===== src/include/ebsc_pkg.sv =====
/*
 * Shared constants and types of the external bus strobe control block.
 * Assumes nothing beyond a SystemVerilog compiler; used with ebsc_pkg:: scope.
 */
`default_nettype none
package ebsc_pkg;
    // ****************************************
    // Widths and reset levels
    // ****************************************
    localparam int LEN_W = 8;                 // Burst length counter width
    localparam int ID_W  = 3;                 // Identity input width
    localparam logic STROBE_IDLE = 1'b1;      // Strobes rest high
    localparam logic OE_OFF      = 1'b1;      // Output enable low = drive
    localparam logic BURST_IDLE  = 1'b0;      // Burst indicator rest level
    localparam logic [LEN_W-1:0] LEN_ZERO = 8'h00;
    localparam logic [LEN_W-1:0] LEN_ONE  = 8'h01;
    // Keeper enabled for identity 00x
    localparam logic [ID_W-1:0] ID_KEEP_MASK = 3'h6;
    localparam logic [ID_W-1:0] ID_KEEP_VAL  = 3'h0;

    // ****************************************
    // Access state machine, Gray coded
    // ****************************************
    typedef enum logic [1:0] {
        EBSC_IDLE = 2'h0,                     // No access
        EBSC_XFER = 2'h1,                     // Strobe out, waiting on ack
        EBSC_HALT = 2'h3                      // Suspended mid access
    } ebsc_state_t;

    // ****************************************
    // SDRAM commands and pin codes {ras,cas,we}
    // ****************************************
    typedef enum logic [2:0] {
        EBSC_SD_NOP = 3'h0,
        EBSC_SD_ACT = 3'h1,
        EBSC_SD_RD  = 3'h2,
        EBSC_SD_WR  = 3'h3,
        EBSC_SD_PRE = 3'h4,
        EBSC_SD_REF = 3'h5,
        EBSC_SD_MRS = 3'h6
    } ebsc_sdcmd_t;
    localparam logic [2:0] SD_PINS_NOP = 3'h7;
    localparam logic [2:0] SD_PINS_ACT = 3'h3;
    localparam logic [2:0] SD_PINS_RD  = 3'h5;
    localparam logic [2:0] SD_PINS_WR  = 3'h4;
    localparam logic [2:0] SD_PINS_PRE = 3'h2;
    localparam logic [2:0] SD_PINS_REF = 3'h1;
    localparam logic [2:0] SD_PINS_MRS = 3'h0;
endpackage
`default_nettype wire


===== src/include/ebsc_sdram_if.sv =====
/*
 * Carrier between the strobe control top and its SDRAM command encoder.
 * Assumes ebsc_pkg is compiled first.
 */
`default_nettype none
interface ebsc_sdram_if;
    logic                 cmdValid;      // Command issue pulse
    ebsc_pkg::ebsc_sdcmd_t cmd;          // Command to encode
    logic                 addrTen;       // Requested address bit ten
    logic                 rowStrobeN;    // Encoded row strobe
    logic                 colStrobeN;    // Encoded column strobe
    logic                 writeEnableN;  // Encoded SDRAM write enable
    logic                 selectN;       // Encoded select
    logic                 bitTen;        // Encoded address bit ten
    modport enc (input cmdValid, cmd, addrTen,
                 output rowStrobeN, colStrobeN, writeEnableN, selectN, bitTen);
    modport ctl (output cmdValid, cmd, addrTen,
                 input rowStrobeN, colStrobeN, writeEnableN, selectN, bitTen);
endinterface
`default_nettype wire


===== src/verilog/ebsc_keeper.sv =====
/*
 * Hold circuit for one bus pin: remembers the last driven level.
 * Assumes pin input synchronous to clk_sys.
 */
`default_nettype none
module ebsc_keeper #(
    parameter logic RST_LEVEL = 1'b0
) (
    input  wire logic clk_sys,
    input  wire logic rstn,
    input  wire logic keepEn,     // Hold circuit enabled
    input  wire logic pinIn,      // Level seen on the pin
    input  wire logic ownOeN,     // Own driver enable, low drives
    input  wire logic ownOut,     // Own driven level
    output logic      keepLevel   // Level the hold circuit presents
);
    logic level_q;                // Last driven level
    logic level_d;

    // ****************************************
    // Next level
    // ****************************************
    always_comb begin
        level_d = level_q;
        if (!ownOeN) begin        // Own drive wins
            level_d = ownOut;
        end else if (keepEn) begin
            level_d = pinIn;      // Follow outside driver
        end
    end

    always_ff @(posedge clk_sys or negedge rstn) begin
        if (!rstn) begin
            level_q <= RST_LEVEL;
        end else begin
            level_q <= level_d;
        end
    end

    assign keepLevel = level_q;
endmodule
`default_nettype wire


===== src/verilog/ebsc_sdram_cmd.sv =====
/*
 * SDRAM command encoder: turns a command code into registered strobes.
 * Assumes commands arrive as single-cycle pulses from the strobe control.
 */
`default_nettype none
module ebsc_sdram_cmd (
    input  wire logic clk_sys,
    input  wire logic rstn,
    ebsc_sdram_if.enc sd          // Command in, strobes out
);
    logic [2:0] pins_q;           // {ras,cas,we}
    logic [2:0] pins_d;
    logic       sel_q;
    logic       sel_d;
    logic       ten_q;
    logic       ten_d;

    // ****************************************
    // Command truth table
    // ****************************************
    always_comb begin
        pins_d = ebsc_pkg::SD_PINS_NOP;
        sel_d  = 1'b1;            // Deselect when idle
        ten_d  = 1'b0;
        if (sd.cmdValid) begin
            sel_d = 1'b0;
            ten_d = sd.addrTen;
            case (sd.cmd)
                ebsc_pkg::EBSC_SD_ACT: pins_d = ebsc_pkg::SD_PINS_ACT;
                ebsc_pkg::EBSC_SD_RD:  pins_d = ebsc_pkg::SD_PINS_RD;
                ebsc_pkg::EBSC_SD_WR:  pins_d = ebsc_pkg::SD_PINS_WR;
                ebsc_pkg::EBSC_SD_PRE: pins_d = ebsc_pkg::SD_PINS_PRE;
                ebsc_pkg::EBSC_SD_REF: pins_d = ebsc_pkg::SD_PINS_REF;
                ebsc_pkg::EBSC_SD_MRS: pins_d = ebsc_pkg::SD_PINS_MRS;
                default: begin
                    pins_d = ebsc_pkg::SD_PINS_NOP;
                end
            endcase
        end
    end

    always_ff @(posedge clk_sys or negedge rstn) begin
        if (!rstn) begin
            pins_q <= ebsc_pkg::SD_PINS_NOP;
            sel_q  <= 1'b1;
            ten_q  <= 1'b0;
        end else begin
            pins_q <= pins_d;
            sel_q  <= sel_d;
            ten_q  <= ten_d;
        end
    end

    // Strobes together with select define the operation
    assign sd.rowStrobeN   = pins_q[2];
    assign sd.colStrobeN   = pins_q[1];
    assign sd.writeEnableN = pins_q[0];
    assign sd.selectN      = sel_q;
    assign sd.bitTen       = ten_q;
endmodule
`default_nettype wire


===== src/verilog/ebsc_strobe_ctrl.sv =====
/*
 * External bus strobe control: read and write strobes, burst indicator,
 * acknowledge wait states, suspend and three-state, SDRAM command strobes.
 * Assumes all pin inputs are synchronous to clk_sys, that bus mastership
 * comes from the arbitration logic, and that address, data and memory
 * selects are handled alongside. Pin enables are low while driving.
 */
// Overview of operation
// - Read strobe asserted on own external reads
// - Only the bus master drives read strobe
// - Write strobe asserted on own external writes
// - Only the bus master drives write strobe
// - Burst indicator marks consecutive-address transfers
// - Burst high after first access, low last
// - Master may burst-read peer port buffers
// - Burst pin keeper enabled for identity 00x
// - Low acknowledge stretches our own access
// - We pull acknowledge low for register waits
// - Suspend sampled low floats outputs next cycle; here the ack drive does not float
// - Access during suspend halts until released
// - SDRAM operation from strobes, select, bit ten
// - Strobe, burst and SDRAM pins float when suspended or bus slave
`default_nettype none
module ebsc_strobe_ctrl (
    input  wire logic                       clk_sys,
    input  wire logic                       rstn,
    // Core side access request
    input  wire logic                       reqValid,
    input  wire logic                       reqWrite,
    input  wire logic [ebsc_pkg::LEN_W-1:0] reqLen,
    output logic                            reqReady,
    output logic                            doneP,
    input  wire logic                       busMaster,
    input  wire logic [ebsc_pkg::ID_W-1:0]  processorIdentityInputs,
    // Own register space, slave side
    input  wire logic                       iopBusy,
    output logic                            iopReadP,
    output logic                            iopWriteP,
    // SDRAM command request
    input  wire logic                       sdCmdValid,
    input  wire ebsc_pkg::ebsc_sdcmd_t      sdCmd,
    input  wire logic                       sdAddrTen,
    // Bus pins
    input  wire logic                       rdNIn,
    output logic                            rdNOut,
    output logic                            rdOeN,
    input  wire logic                       wrNIn,
    output logic                            wrNOut,
    output logic                            wrOeN,
    input  wire logic                       burstIndicatorIn,
    output logic                            burstIndicatorOut,
    output logic                            burstIndicatorOeN,
    output logic                            burstKeepLevel,
    input  wire logic                       ackIn,
    output logic                            ackOut,
    output logic                            ackOeN,
    input  wire logic                       suspendTristateN,
    output logic                            rowStrobeN,
    output logic                            colStrobeN,
    output logic                            sdramWriteEnableN,
    output logic                            memorySelectN,
    output logic                            sdramAddrBitTen,
    output logic                            sdramOeN
);
    // ****************************************
    // Declarations
    // ****************************************
    ebsc_pkg::ebsc_state_t     state_q, state_d;   // Access state
    logic [ebsc_pkg::LEN_W-1:0] remain_q, remain_d; // Words left
    logic                      write_q, write_d;   // Access direction
    logic                      first_q, first_d;   // First word done
    logic                      rd_q, rd_d;         // Read strobe level
    logic                      wr_q, wr_d;         // Write strobe level
    logic                      burst_q, burst_d;   // Burst indicator level
    logic                      oeN_q, oeN_d;       // Shared strobe enable
    logic                      done_q, done_d;     // Completion pulse
    logic                      slvRd_q, slvRd_d;   // Outside read active
    logic                      slvWr_q, slvWr_d;   // Outside write active
    logic                      ackOeN_q, ackOeN_d; // Own wait-state drive
    logic                      wordDone;           // Ack seen, not suspended
    logic                      keepEn;             // Keeper enable
    ebsc_sdram_if              sdIf ();

    // ****************************************
    // Access state machine
    // ****************************************
    assign reqReady = (state_q == ebsc_pkg::EBSC_IDLE) && busMaster;
    // Completion needs ack high and no suspend
    assign wordDone = ackIn && suspendTristateN;

    always_comb begin
        state_d  = state_q;
        remain_d = remain_q;
        write_d  = write_q;
        first_d  = first_q;
        done_d   = 1'b0;
        case (state_q)
            ebsc_pkg::EBSC_IDLE: begin       // Take a new access
                if (reqValid && reqReady) begin
                    state_d  = ebsc_pkg::EBSC_XFER;
                    write_d  = reqWrite;
                    first_d  = 1'b0;
                    // Zero length taken as one word
                    remain_d = (reqLen == ebsc_pkg::LEN_ZERO) ?
                               ebsc_pkg::LEN_ONE : reqLen;
                end
            end
            ebsc_pkg::EBSC_XFER: begin       // Strobe out
                if (!suspendTristateN) begin
                    state_d = ebsc_pkg::EBSC_HALT;
                end else if (wordDone) begin
                    if (remain_q == ebsc_pkg::LEN_ONE) begin
                        state_d = ebsc_pkg::EBSC_IDLE;
                        done_d  = 1'b1;
                    end else begin
                        remain_d = remain_q - ebsc_pkg::LEN_ONE;
                        first_d  = 1'b1;
                    end
                end
            end
            ebsc_pkg::EBSC_HALT: begin       // Wait for suspend release
                if (suspendTristateN) begin
                    state_d = ebsc_pkg::EBSC_XFER;
                end
            end
            default: begin
                state_d = ebsc_pkg::EBSC_IDLE;
            end
        endcase
    end

    always_ff @(posedge clk_sys or negedge rstn) begin
        if (!rstn) begin
            state_q  <= ebsc_pkg::EBSC_IDLE;
            remain_q <= ebsc_pkg::LEN_ZERO;
            write_q  <= 1'b0;
            first_q  <= 1'b0;
            done_q   <= 1'b0;
        end else begin
            state_q  <= state_d;
            remain_q <= remain_d;
            write_q  <= write_d;
            first_q  <= first_d;
            done_q   <= done_d;
        end
    end

    assign doneP = done_q;

    // ****************************************
    // Strobe and burst pin levels
    // ****************************************
    always_comb begin
        rd_d    = ebsc_pkg::STROBE_IDLE;
        wr_d    = ebsc_pkg::STROBE_IDLE;
        burst_d = ebsc_pkg::BURST_IDLE;
        if (state_d == ebsc_pkg::EBSC_XFER) begin
            rd_d    = write_d;
            wr_d    = !write_d;
            // High after first word, low on the last request
            burst_d = first_d && (remain_d != ebsc_pkg::LEN_ONE);
        end
        // Drive only as master and not suspended
        oeN_d = !(busMaster && suspendTristateN);
    end

    always_ff @(posedge clk_sys or negedge rstn) begin
        if (!rstn) begin
            rd_q    <= ebsc_pkg::STROBE_IDLE;
            wr_q    <= ebsc_pkg::STROBE_IDLE;
            burst_q <= ebsc_pkg::BURST_IDLE;
            oeN_q   <= ebsc_pkg::OE_OFF;
        end else begin
            rd_q    <= rd_d;
            wr_q    <= wr_d;
            burst_q <= burst_d;
            oeN_q   <= oeN_d;
        end
    end

    assign rdNOut            = rd_q;
    assign wrNOut            = wr_q;
    assign burstIndicatorOut = burst_q;
    assign rdOeN             = oeN_q;
    assign wrOeN             = oeN_q;
    assign burstIndicatorOeN = oeN_q;
    assign sdramOeN          = oeN_q;

    // ****************************************
    // Slave side: outside access to our registers
    // ****************************************
    always_comb begin
        // Strobes from outside count only while we are slave
        slvRd_d  = !busMaster && !rdNIn;
        slvWr_d  = !busMaster && !wrNIn;
        // Hold ack low while an outside strobe finds the register space busy
        ackOeN_d = !((slvRd_d || slvWr_d) && iopBusy);
    end

    always_ff @(posedge clk_sys or negedge rstn) begin
        if (!rstn) begin
            slvRd_q  <= 1'b0;
            slvWr_q  <= 1'b0;
            ackOeN_q <= ebsc_pkg::OE_OFF;
        end else begin
            slvRd_q  <= slvRd_d;
            slvWr_q  <= slvWr_d;
            ackOeN_q <= ackOeN_d;
        end
    end

    assign iopReadP  = slvRd_d && !slvRd_q;
    assign iopWriteP = slvWr_d && !slvWr_q;
    assign ackOut    = 1'b0;
    assign ackOeN    = ackOeN_q;

    // ****************************************
    // Burst pin hold circuit and SDRAM encoder
    // ****************************************
    assign keepEn = (processorIdentityInputs & ebsc_pkg::ID_KEEP_MASK)
                    == ebsc_pkg::ID_KEEP_VAL;

    ebsc_keeper #(.RST_LEVEL(ebsc_pkg::BURST_IDLE)) uBurstKeep (
        .clk_sys   (clk_sys),
        .rstn      (rstn),
        .keepEn    (keepEn),
        .pinIn     (burstIndicatorIn),
        .ownOeN    (oeN_q),
        .ownOut    (burst_q),
        .keepLevel (burstKeepLevel)
    );

    assign sdIf.cmdValid = sdCmdValid && busMaster;
    assign sdIf.cmd      = sdCmd;
    assign sdIf.addrTen  = sdAddrTen;

    ebsc_sdram_cmd uSdram (
        .clk_sys (clk_sys),
        .rstn    (rstn),
        .sd      (sdIf.enc)
    );

    assign rowStrobeN        = sdIf.rowStrobeN;
    assign colStrobeN        = sdIf.colStrobeN;
    assign sdramWriteEnableN = sdIf.writeEnableN;
    assign memorySelectN     = sdIf.selectN;
    assign sdramAddrBitTen   = sdIf.bitTen;
endmodule
`default_nettype wire

===== config.mk =====
export PLATFORM = sky130hd
export DESIGN_NAME = ebsc_strobe_ctrl
export DESIGN_NICKNAME = d
export VERILOG_FILES = /design/src/include/ebsc_pkg.sv /design/src/include/ebsc_sdram_if.sv /design/src/verilog/ebsc_keeper.sv /design/src/verilog/ebsc_sdram_cmd.sv /design/src/verilog/ebsc_strobe_ctrl.sv
export SDC_FILE = /design/constraint.sdc
export NUM_CORES = 1
export LEC_CHECK = 0
export ABC_CLOCK_PERIOD_IN_PS = 2590
export BUFFER_PORTS_ARGS = -buffer_cell sky130_fd_sc_hd__clkbuf_2
export CORE_MARGIN = 2
export CORE_UTILIZATION = 30
export DETAILED_ROUTE_END_ITERATION = 16
export SYNTH_ARGS = -nofsm -noshare
export SYNTH_HDL_FRONTEND = slang
export SYNTH_HIERARCHICAL = 1
export SYNTH_SLANG_ARGS = --single-unit

===== constraint.sdc =====
create_clock -name clk_sys -period 2.59 [get_ports clk_sys]
set_clock_uncertainty 0.2 [all_clocks]
set_input_delay 0.3885 -clock clk_sys [delete_from_list [all_inputs] [get_ports clk_sys]]
set_output_delay 0.3885 -clock clk_sys [all_outputs]
set_load 0.01 [all_outputs]

==> results of run 1 <==
[layout by cell type (no fill, tap or decap), drive strengths merged, types with 2 or more instances in the layout]
master	synthesis	final
ha	2	2
mux2i	2	2
nor2	10	10
a21oi	4	4
o311ai	2	2
a22oi	5	5
inv	4	4
nand4	2	2
and2	2	2
nand3	4	4
o21ai	11	11
nor3	5	5
dfrtp	18	18
and3b	2	2
nor2b	3	3
dfstp	8	8
nor4	3	3
clkbuf	0	46
nand2b	5	5
nand2	15	15
xor2	2	2
[Yosys cell counts (2+ instances only)]
| cell | count | share of area, % |
|---|---|---|
| o21ai_1 | 5 | 1.8 |
| buf_6 | 2 | 1.6 |
| and3b_1 | 2 | 1.3 |
| nor3_2 | 2 | 1.4 |
| a22oi_1 | 4 | 2.2 |
| nand3_1 | 4 | 1.4 |
| ha_1 | 2 | 1.8 |
| inv_1 | 4 | 1.1 |
| buf_4 | 5 | 2.7 |
| o21ai_0 | 6 | 2.2 |
| nand2_1 | 15 | 4.1 |
| dfstp_2 | 8 | 15 |
| nor4_1 | 2 | 0.90 |
| dfrtp_1 | 18 | 32 |
| nand2b_1 | 5 | 2.3 |
| xor2_1 | 2 | 1.3 |
| nor3_1 | 3 | 1.1 |
| nor2b_1 | 3 | 1.4 |
| mux2i_1 | 2 | 1.4 |
| nor2_1 | 9 | 2.4 |
| nand4_1 | 2 | 0.90 |
| a21oi_1 | 3 | 1.1 |
| and2_1 | 2 | 0.90 |
[final timing paths]
check | slack, ns | from | end | cells past startpoint
min | 0.05 | iopBusy | ackOeN | 2
min in group asynchronous | 0.46 | rstn | uBurstKeep/keepLevel | 2
max in group asynchronous | 1.33 | rstn | remain_q[4] | 2
max | 0.52 | state_q[1] | burstIndicatorOut | 6
max reg2reg | 0.52 | state_q[1] | burstIndicatorOut | 6
min reg2reg | 0.31 | write_q | write_q | 1
[layout make-up]
class,instances,share of cell area [%]
sequential,26,38.88
tap,52,3.829
timing repair buffer,45,13.70
clock buffer,3,2.430
multi-input combinational,99,38.51
clock inverter,1,1.767
inverter,4,0.8837
[registers in the layout (all words and copies together) (netlist names)]
| signal | cells |
|---|---|
| rdNOut | 1 |
| uSdram/sd.selectN | 1 |
| slvWr_q | 1 |
| state_q | 2 |
| uSdram/pins_q | 3 |
| slvRd_q | 1 |
| wrNOut | 1 |
| burstIndicatorOeN | 1 |
| burstIndicatorOut | 1 |
| remain_q | 8 |
| uBurstKeep/keepLevel | 1 |
| uSdram/sd.bitTen | 1 |
| write_q | 1 |
| doneP | 1 |
| first_q | 1 |
| ackOeN | 1 |
[cell families after synthesis]
logic type	count (synthesis)	synth area share [%]
AOI/OAI and AO/OA	32	16.11
xor gates and xnor gates	3	1.891
adders and majority gates	2	1.800
buffers and inverters	11	5.400
DFF	26	47.52
muxes	3	2.250
other	1	0.2698
and+or+nand+nor	58	24.75
[per-stage QoR]
step                      worst slack [ns]  cells  util, %
final                               0.5176    230    38.49
after global routing                0.3499    230    38.49
after CTS                           0.5302    230    38.49
after detailed placement            0.4423    225    36.65
after global placement              0.4391    225    36.65
after floorplan                     0.7799    136        -
[worst max-delay path, stage by stage, from the launching register on]
cell	delay [ns]
dfrtp_1	0.44
and4bb_1	0.55
nor2_4	0.11
a22oi_1	0.20
o311ai_0	0.19
nor4_2	0.16
a31oi_1	0.11
[power groups by stage]
stage | Clock [mW] | Combinational, mW | Sequential, mW
5_1_grt | 0.367 | 0.712 | 0.668
2_1_floorplan | 0 | 0.472 | 0.648
3_3_place_gp | 0 | 0.634 | 0.656
3_5_place_dp | 0 | 0.634 | 0.657
6_report | 0.342 | 0.633 | 0.650
4_1_cts | 0.354 | 0.638 | 0.650
[per-layer routing]
| metal | part of all wire (%) | wire, um | vias up |
|---|---|---|---|
| met1 | 48 | 1444 | 538 |
| met2 | 45 | 1366 | 42 |
| met3 | 5.5 | 164 | 2 |
| met4 | 1.1 | 34 | 0 |
| met5 | 0 | 0 | - |
| li1 | - | - | 573 |
[what timing repair did]
item | 4_1_cts | 5_1_grt
setup endpoints to repair | 0 | 0
hold endpoints to repair | 18 | 0
hold buffers | 1 | 0
buffers inserted | 0 | 0
==> impl_metrics.yaml, run 1 <==
status:
  status: "complete, no violations"
worst_setup_path:
  critPathCaptureType: "register"
  startpoint_type: "register"
  crit_arrival_ns: 2.03
  crit_fanout: 9
  critPathRequiredTime_ns: 2.55
  crit_type: "register to register"
power:
  p_total_mw: 1.625
  swShare_pct: 37.28
  p_switching_uw: 606.0
  leakagePower_nw: 0.7726
  intPower_mw: 1.019
  combPwrFrac_pct: 38.9
  ir_drop_uv: 295.3
  power_density_nw_per_um2: 956.6
  p_seq_share_pct: 40.0
  pwr-share-clk_pct: 21.0
clock_tree:
  ctsResizeCount: 0
  cts_tree: "done"
  cts_made_buffers: 3
  cts_sinks: 26
  cts_buffer_depth: 2
  cts_root_buf: "clkbuf_8"
  htreeDepth: 1
  clk_pin_slew_ns: 0.10
  clk_latency_ns: 0.27
cells_and_area:
  multi_input_area_um2: 654.4
  finalInstanceArea_um2: 1699
  nets: 208
  ff_latch_area_um2: 660.6
  n_antenna_cell: 0
  drive_gt1_share_pct: 37.08
  num-fill-cells: 453
  syn2layout_area_growth_pct: 22.23
placed_design:
  io_buffers: 43
  place_area_um2: 1618
  gp_congestion: 0.8195
  dp_hpwl_um: 2324
global_route:
  grt.total_usage_pct: 12.53
  grt_pass1_vias: 1075
  use_met1_pct: 17.09
  use_met3_pct: 2.083
  grt_pass1_wl_um: 5050
  top_usage_layer: "met2"
  overflow: 0
  antenna_found_initial: 0
  grt_max_degree: 27
  met2_usage_pct: 19.47
yosys:
  synth_cell_types: 49
  synth_seq_cells: 26
  syn_inst: 136
  syn_nets: 165
  syn_area_um2: 1390
  async_flop_share_pct: 100.0
  synth_area_per_cell_um2: 10.22
  synth_edf_count: 0
  synth_seq_area_share_pct: 47.52
  synth_ff_type: "dfrtp_1"
  yosys_warnings: 6
route:
  drtAntennaViolNets: 0
  finalWirelength_um: 3009
  drc: 0
  dr.pass1.iters: 4
  vias: 1155
  wl_per_cell_um: 13.08
  vias_per_cell: 5.022
  drtIter0Drc: 66
timing:
  hold_violations: 0
  timing.slew.headroom_pct: 57.95
  fin_crit_ns: 2.072
  setup_viol: 0
  final_max_slew_viol_count: 0
  worst_pin_slew_ns: 0.6308
  max_freq_mhz: 482.5
  fin_crit_sh_pct: 80.01
  grt_setup_unrepaired: "no"
  tns_ns: 0
  hold_slack_ns: 0.05286
worst_hold_path:
  hold_class: "input port to register"
floorplan:
  dieHeight_um: 72.07
  fp-row-count: 24
  io_pins: 46
  core_area_um2: 4414
  initial_core_util_pct: 31.49
  fp.dieW_um: 72.07
  die_area_um2: 5194
flow_run:
  cap_viol_max_count: 0
No activity file was read; power rests on OpenSTA's default activity.
==> run 2, diff against run 1 <==
- ABC_CLOCK_PERIOD_IN_PS: 2590 -> 1680
- clock period: 2.59 -> 1.68 ns (I/O delays scaled with it)
==> run 2 against run 1 <==
Effect of this change:
- critical path depth increased by 2
- core utilization rose by 10 points
- final cell count rose by 20%
- sequential power up 45%
- total power grew 98%
- sequential cell count did not move
- worst hold slack worse by 0.017 ns
- cell area rose by 26%
- global-route usage grew 2.3 points
- via count increased by 16%
- the flow now finishes with violations (negative setup slack)
==> impl_metrics.yaml, run 2 (synthesis gave the netlist of run 1 again) <==
timing:
  fin_crit_ns: 1.962
  setup_viol: 9
  grt_setup_unrepaired: "yes"
  hold_slack_ns: 0.03628
  fin_ws_ns: -0.2822
  fin_crit_sh_pct: 116.8
  final_max_slew_viol_count: 0
  max_freq_mhz: 509.6
  timing.slew.headroom_pct: 56.42
  hold_violations: 0
  worst_pin_slew_ns: 0.6537
cells_and_area:
  instances_no_fill: 275
  largest_reg_flops: 8
  layout_commonest_cell: "clkbuf_2"
  syn2layout_area_growth_pct: 54.46
  n_antenna_cell: 0
  nets: 253
  num-fill-cells: 425
  max_flop_register: "remain_q"
  drive_gt1_share_pct: 55.61
  layout_common_cells: "clkbuf_2 (41), buf_4 (39), dfrtp_1 (17), nand2_1 (13), nor2_1 (9)"
  reg_top3: "remain_q: 8 flops, uSdram/pins_q: 3 flops, state_q: 2 flops"
route:
  drtIter0Drc: 69
  dr.pass1.iters: 4
  wl_per_cell_um: 13.48
  vias_per_cell: 4.887
  vias: 1344
  drc: 0
  finalWirelength_um: 3706
  drtAntennaViolNets: 0
clock_tree:
  clk_latency_ns: 0.27
  htreeDepth: 1
  cts_buffer_depth: 2
  clk_pin_slew_ns: 0.10
  cts_sinks: 26
  cts_root_buf: "clkbuf_8"
  cts_tree: "done"
  cts_made_buffers: 3
power:
  combPwrFrac_pct: 54.3
  ir_drop_uv: 606.6
  p_switching_mw: 1.166
  power_density_nw_per_um2: 1499
  swShare_pct: 36.25
  leakagePower_nw: 1.007
  intPower_mw: 2.051
  pwr-share-clk_pct: 16.5
  p_seq_share_pct: 29.2
placed_design:
  gp_congestion: 0.8877
  io_buffers: 43
  dp.cells: 263
  dp_hpwl_um: 2675
worst_hold_path:
  hold_class: "input port to register"
floorplan:
  fp-row-count: 24
  core_area_um2: 4414
  die_area_um2: 5194
  initial_core_util_pct: 31.49
  fp.dieW_um: 72.07
  dieHeight_um: 72.07
  io_pins: 46
worst_setup_path:
  worst_path_largest_cell_delay_ns: 0.41
  critPathRequiredTime_ns: 1.63
  critPathBufInv: 2
  slowest_stage: "dfrtp_1"
  startpoint_type: "register"
  path_cells: "inv_2 -> buf_4 -> ha_2 -> and3_4 -> nand3_1 -> xor2_1 -> a41o_1 -> a31oi_2"
  crit_type: "register to register"
  path_delay_family: "flip-flops"
  crit_arrival_ns: 1.91
  critPathCaptureType: "register"
  crit_fanout: 3
flow_run:
  cap_viol_max_count: 0
global_route:
  grt_max_degree: 27
  overflow: 0
  grt_pass1_vias: 1307
  antenna_found_initial: 0
  grt_pass1_wl_um: 5913
  grt.total_usage_pct: 14.81
status:
  violations: "negative setup slack"
  status: "finished with violations"
## run 2: cell types whose count changed in the layout (fill, tap and decap cells not counted), moves of 3 or more
| cell | delta |
|---|---|
| dlygate4sd3_1 | +4 |
| buf_4 | +38 |
| o21ai_0 | -3 |
| buf_6 | +3 |
## run 2: path summary, 6_finish.rpt
check                            startpoint           endpoint  slack (ns)  cells past startpoint
max in group asynchronous              rstn        remain_q[0]        0.50                      2
worst max register to register  remain_q[1]  burstIndicatorOut       -0.28                      8
worst min register to register      write_q            write_q        0.31                      1
worst max-delay path            remain_q[1]  burstIndicatorOut       -0.28                      8
worst min-delay path              reqLen[5]        remain_q[5]        0.04                      3
min in group asynchronous              rstn        remain_q[7]        0.32                      2
## run 2: worst register-to-register path: cells and delay by family (launching register included)
family	cells	cell delay, ns
buf+inv	2	0.18
flops	1	0.41
fa+ha+maj	1	0.17
xor+xnor	1	0.25
simple gates	2	0.29
compound gates	2	0.33
## run 2: layout make-up
type	count	area [um2]	area share [%]
Clock buffer	3	41.29	1.923
Sequential cell	26	661.9	30.83
Inverter	4	15.01	0.6993
Timing Repair Buffer	90	591.8	27.56
Tap cell	52	65.06	3.030
Multi-Input combinational cell	99	742.0	34.56
Clock inverter	1	30.03	1.399
## run 2: power by group through the flow
| stage | Combinational (mW) | Clock, mW | Sequential [mW] |
|---|---|---|---|
| 6_report | 1.75 | 0.530 | 0.940 |
| 2_1_floorplan | 0.754 | 0 | 1.01 |
| 3_3_place_gp | 1.55 | 0 | 0.940 |
| 3_5_place_dp | 1.56 | 0 | 0.940 |
| 5_1_grt | 1.92 | 0.571 | 0.964 |
| 4_1_cts | 1.65 | 0.544 | 0.929 |
## run 2: metal layers
layer	track usage [%]	vias up	wire [um]
li1	-	658	-
met1	18.79	643	1642
met2	24.97	37	1843
met3	1.944	6	153
met4	6.918	0	66
met5	0	-	0
## run 2: stage by stage
| step | utilization (%) | setup WS (ns) | TNS (ns) | cell area (um2) | power (mW) |
|---|---|---|---|---|---|
| floorplan | - | -0.08254 | -0.1226 | 1404 | 1.765 |
| global placement | 43.42 | -0.2177 | -1.305 | 1917 | 2.486 |
| detailed placement | 43.42 | -0.2355 | -1.526 | 1917 | 2.505 |
| CTS | 46.91 | -0.2628 | -1.305 | 2071 | 3.127 |
| global route | 48.64 | -0.4309 | -2.364 | 2147 | 3.450 |
| finish | 48.64 | -0.2822 | -1.028 | 2147 | 3.218 |
## run 2: timing repair
action,in CTS,in global routing
hold endpoints to repair,22,0
hold buffers,5,0
resized for setup,5,22
pin swaps,4,7
endpoints found under the setup margin,11,16
buffers inserted,3,2
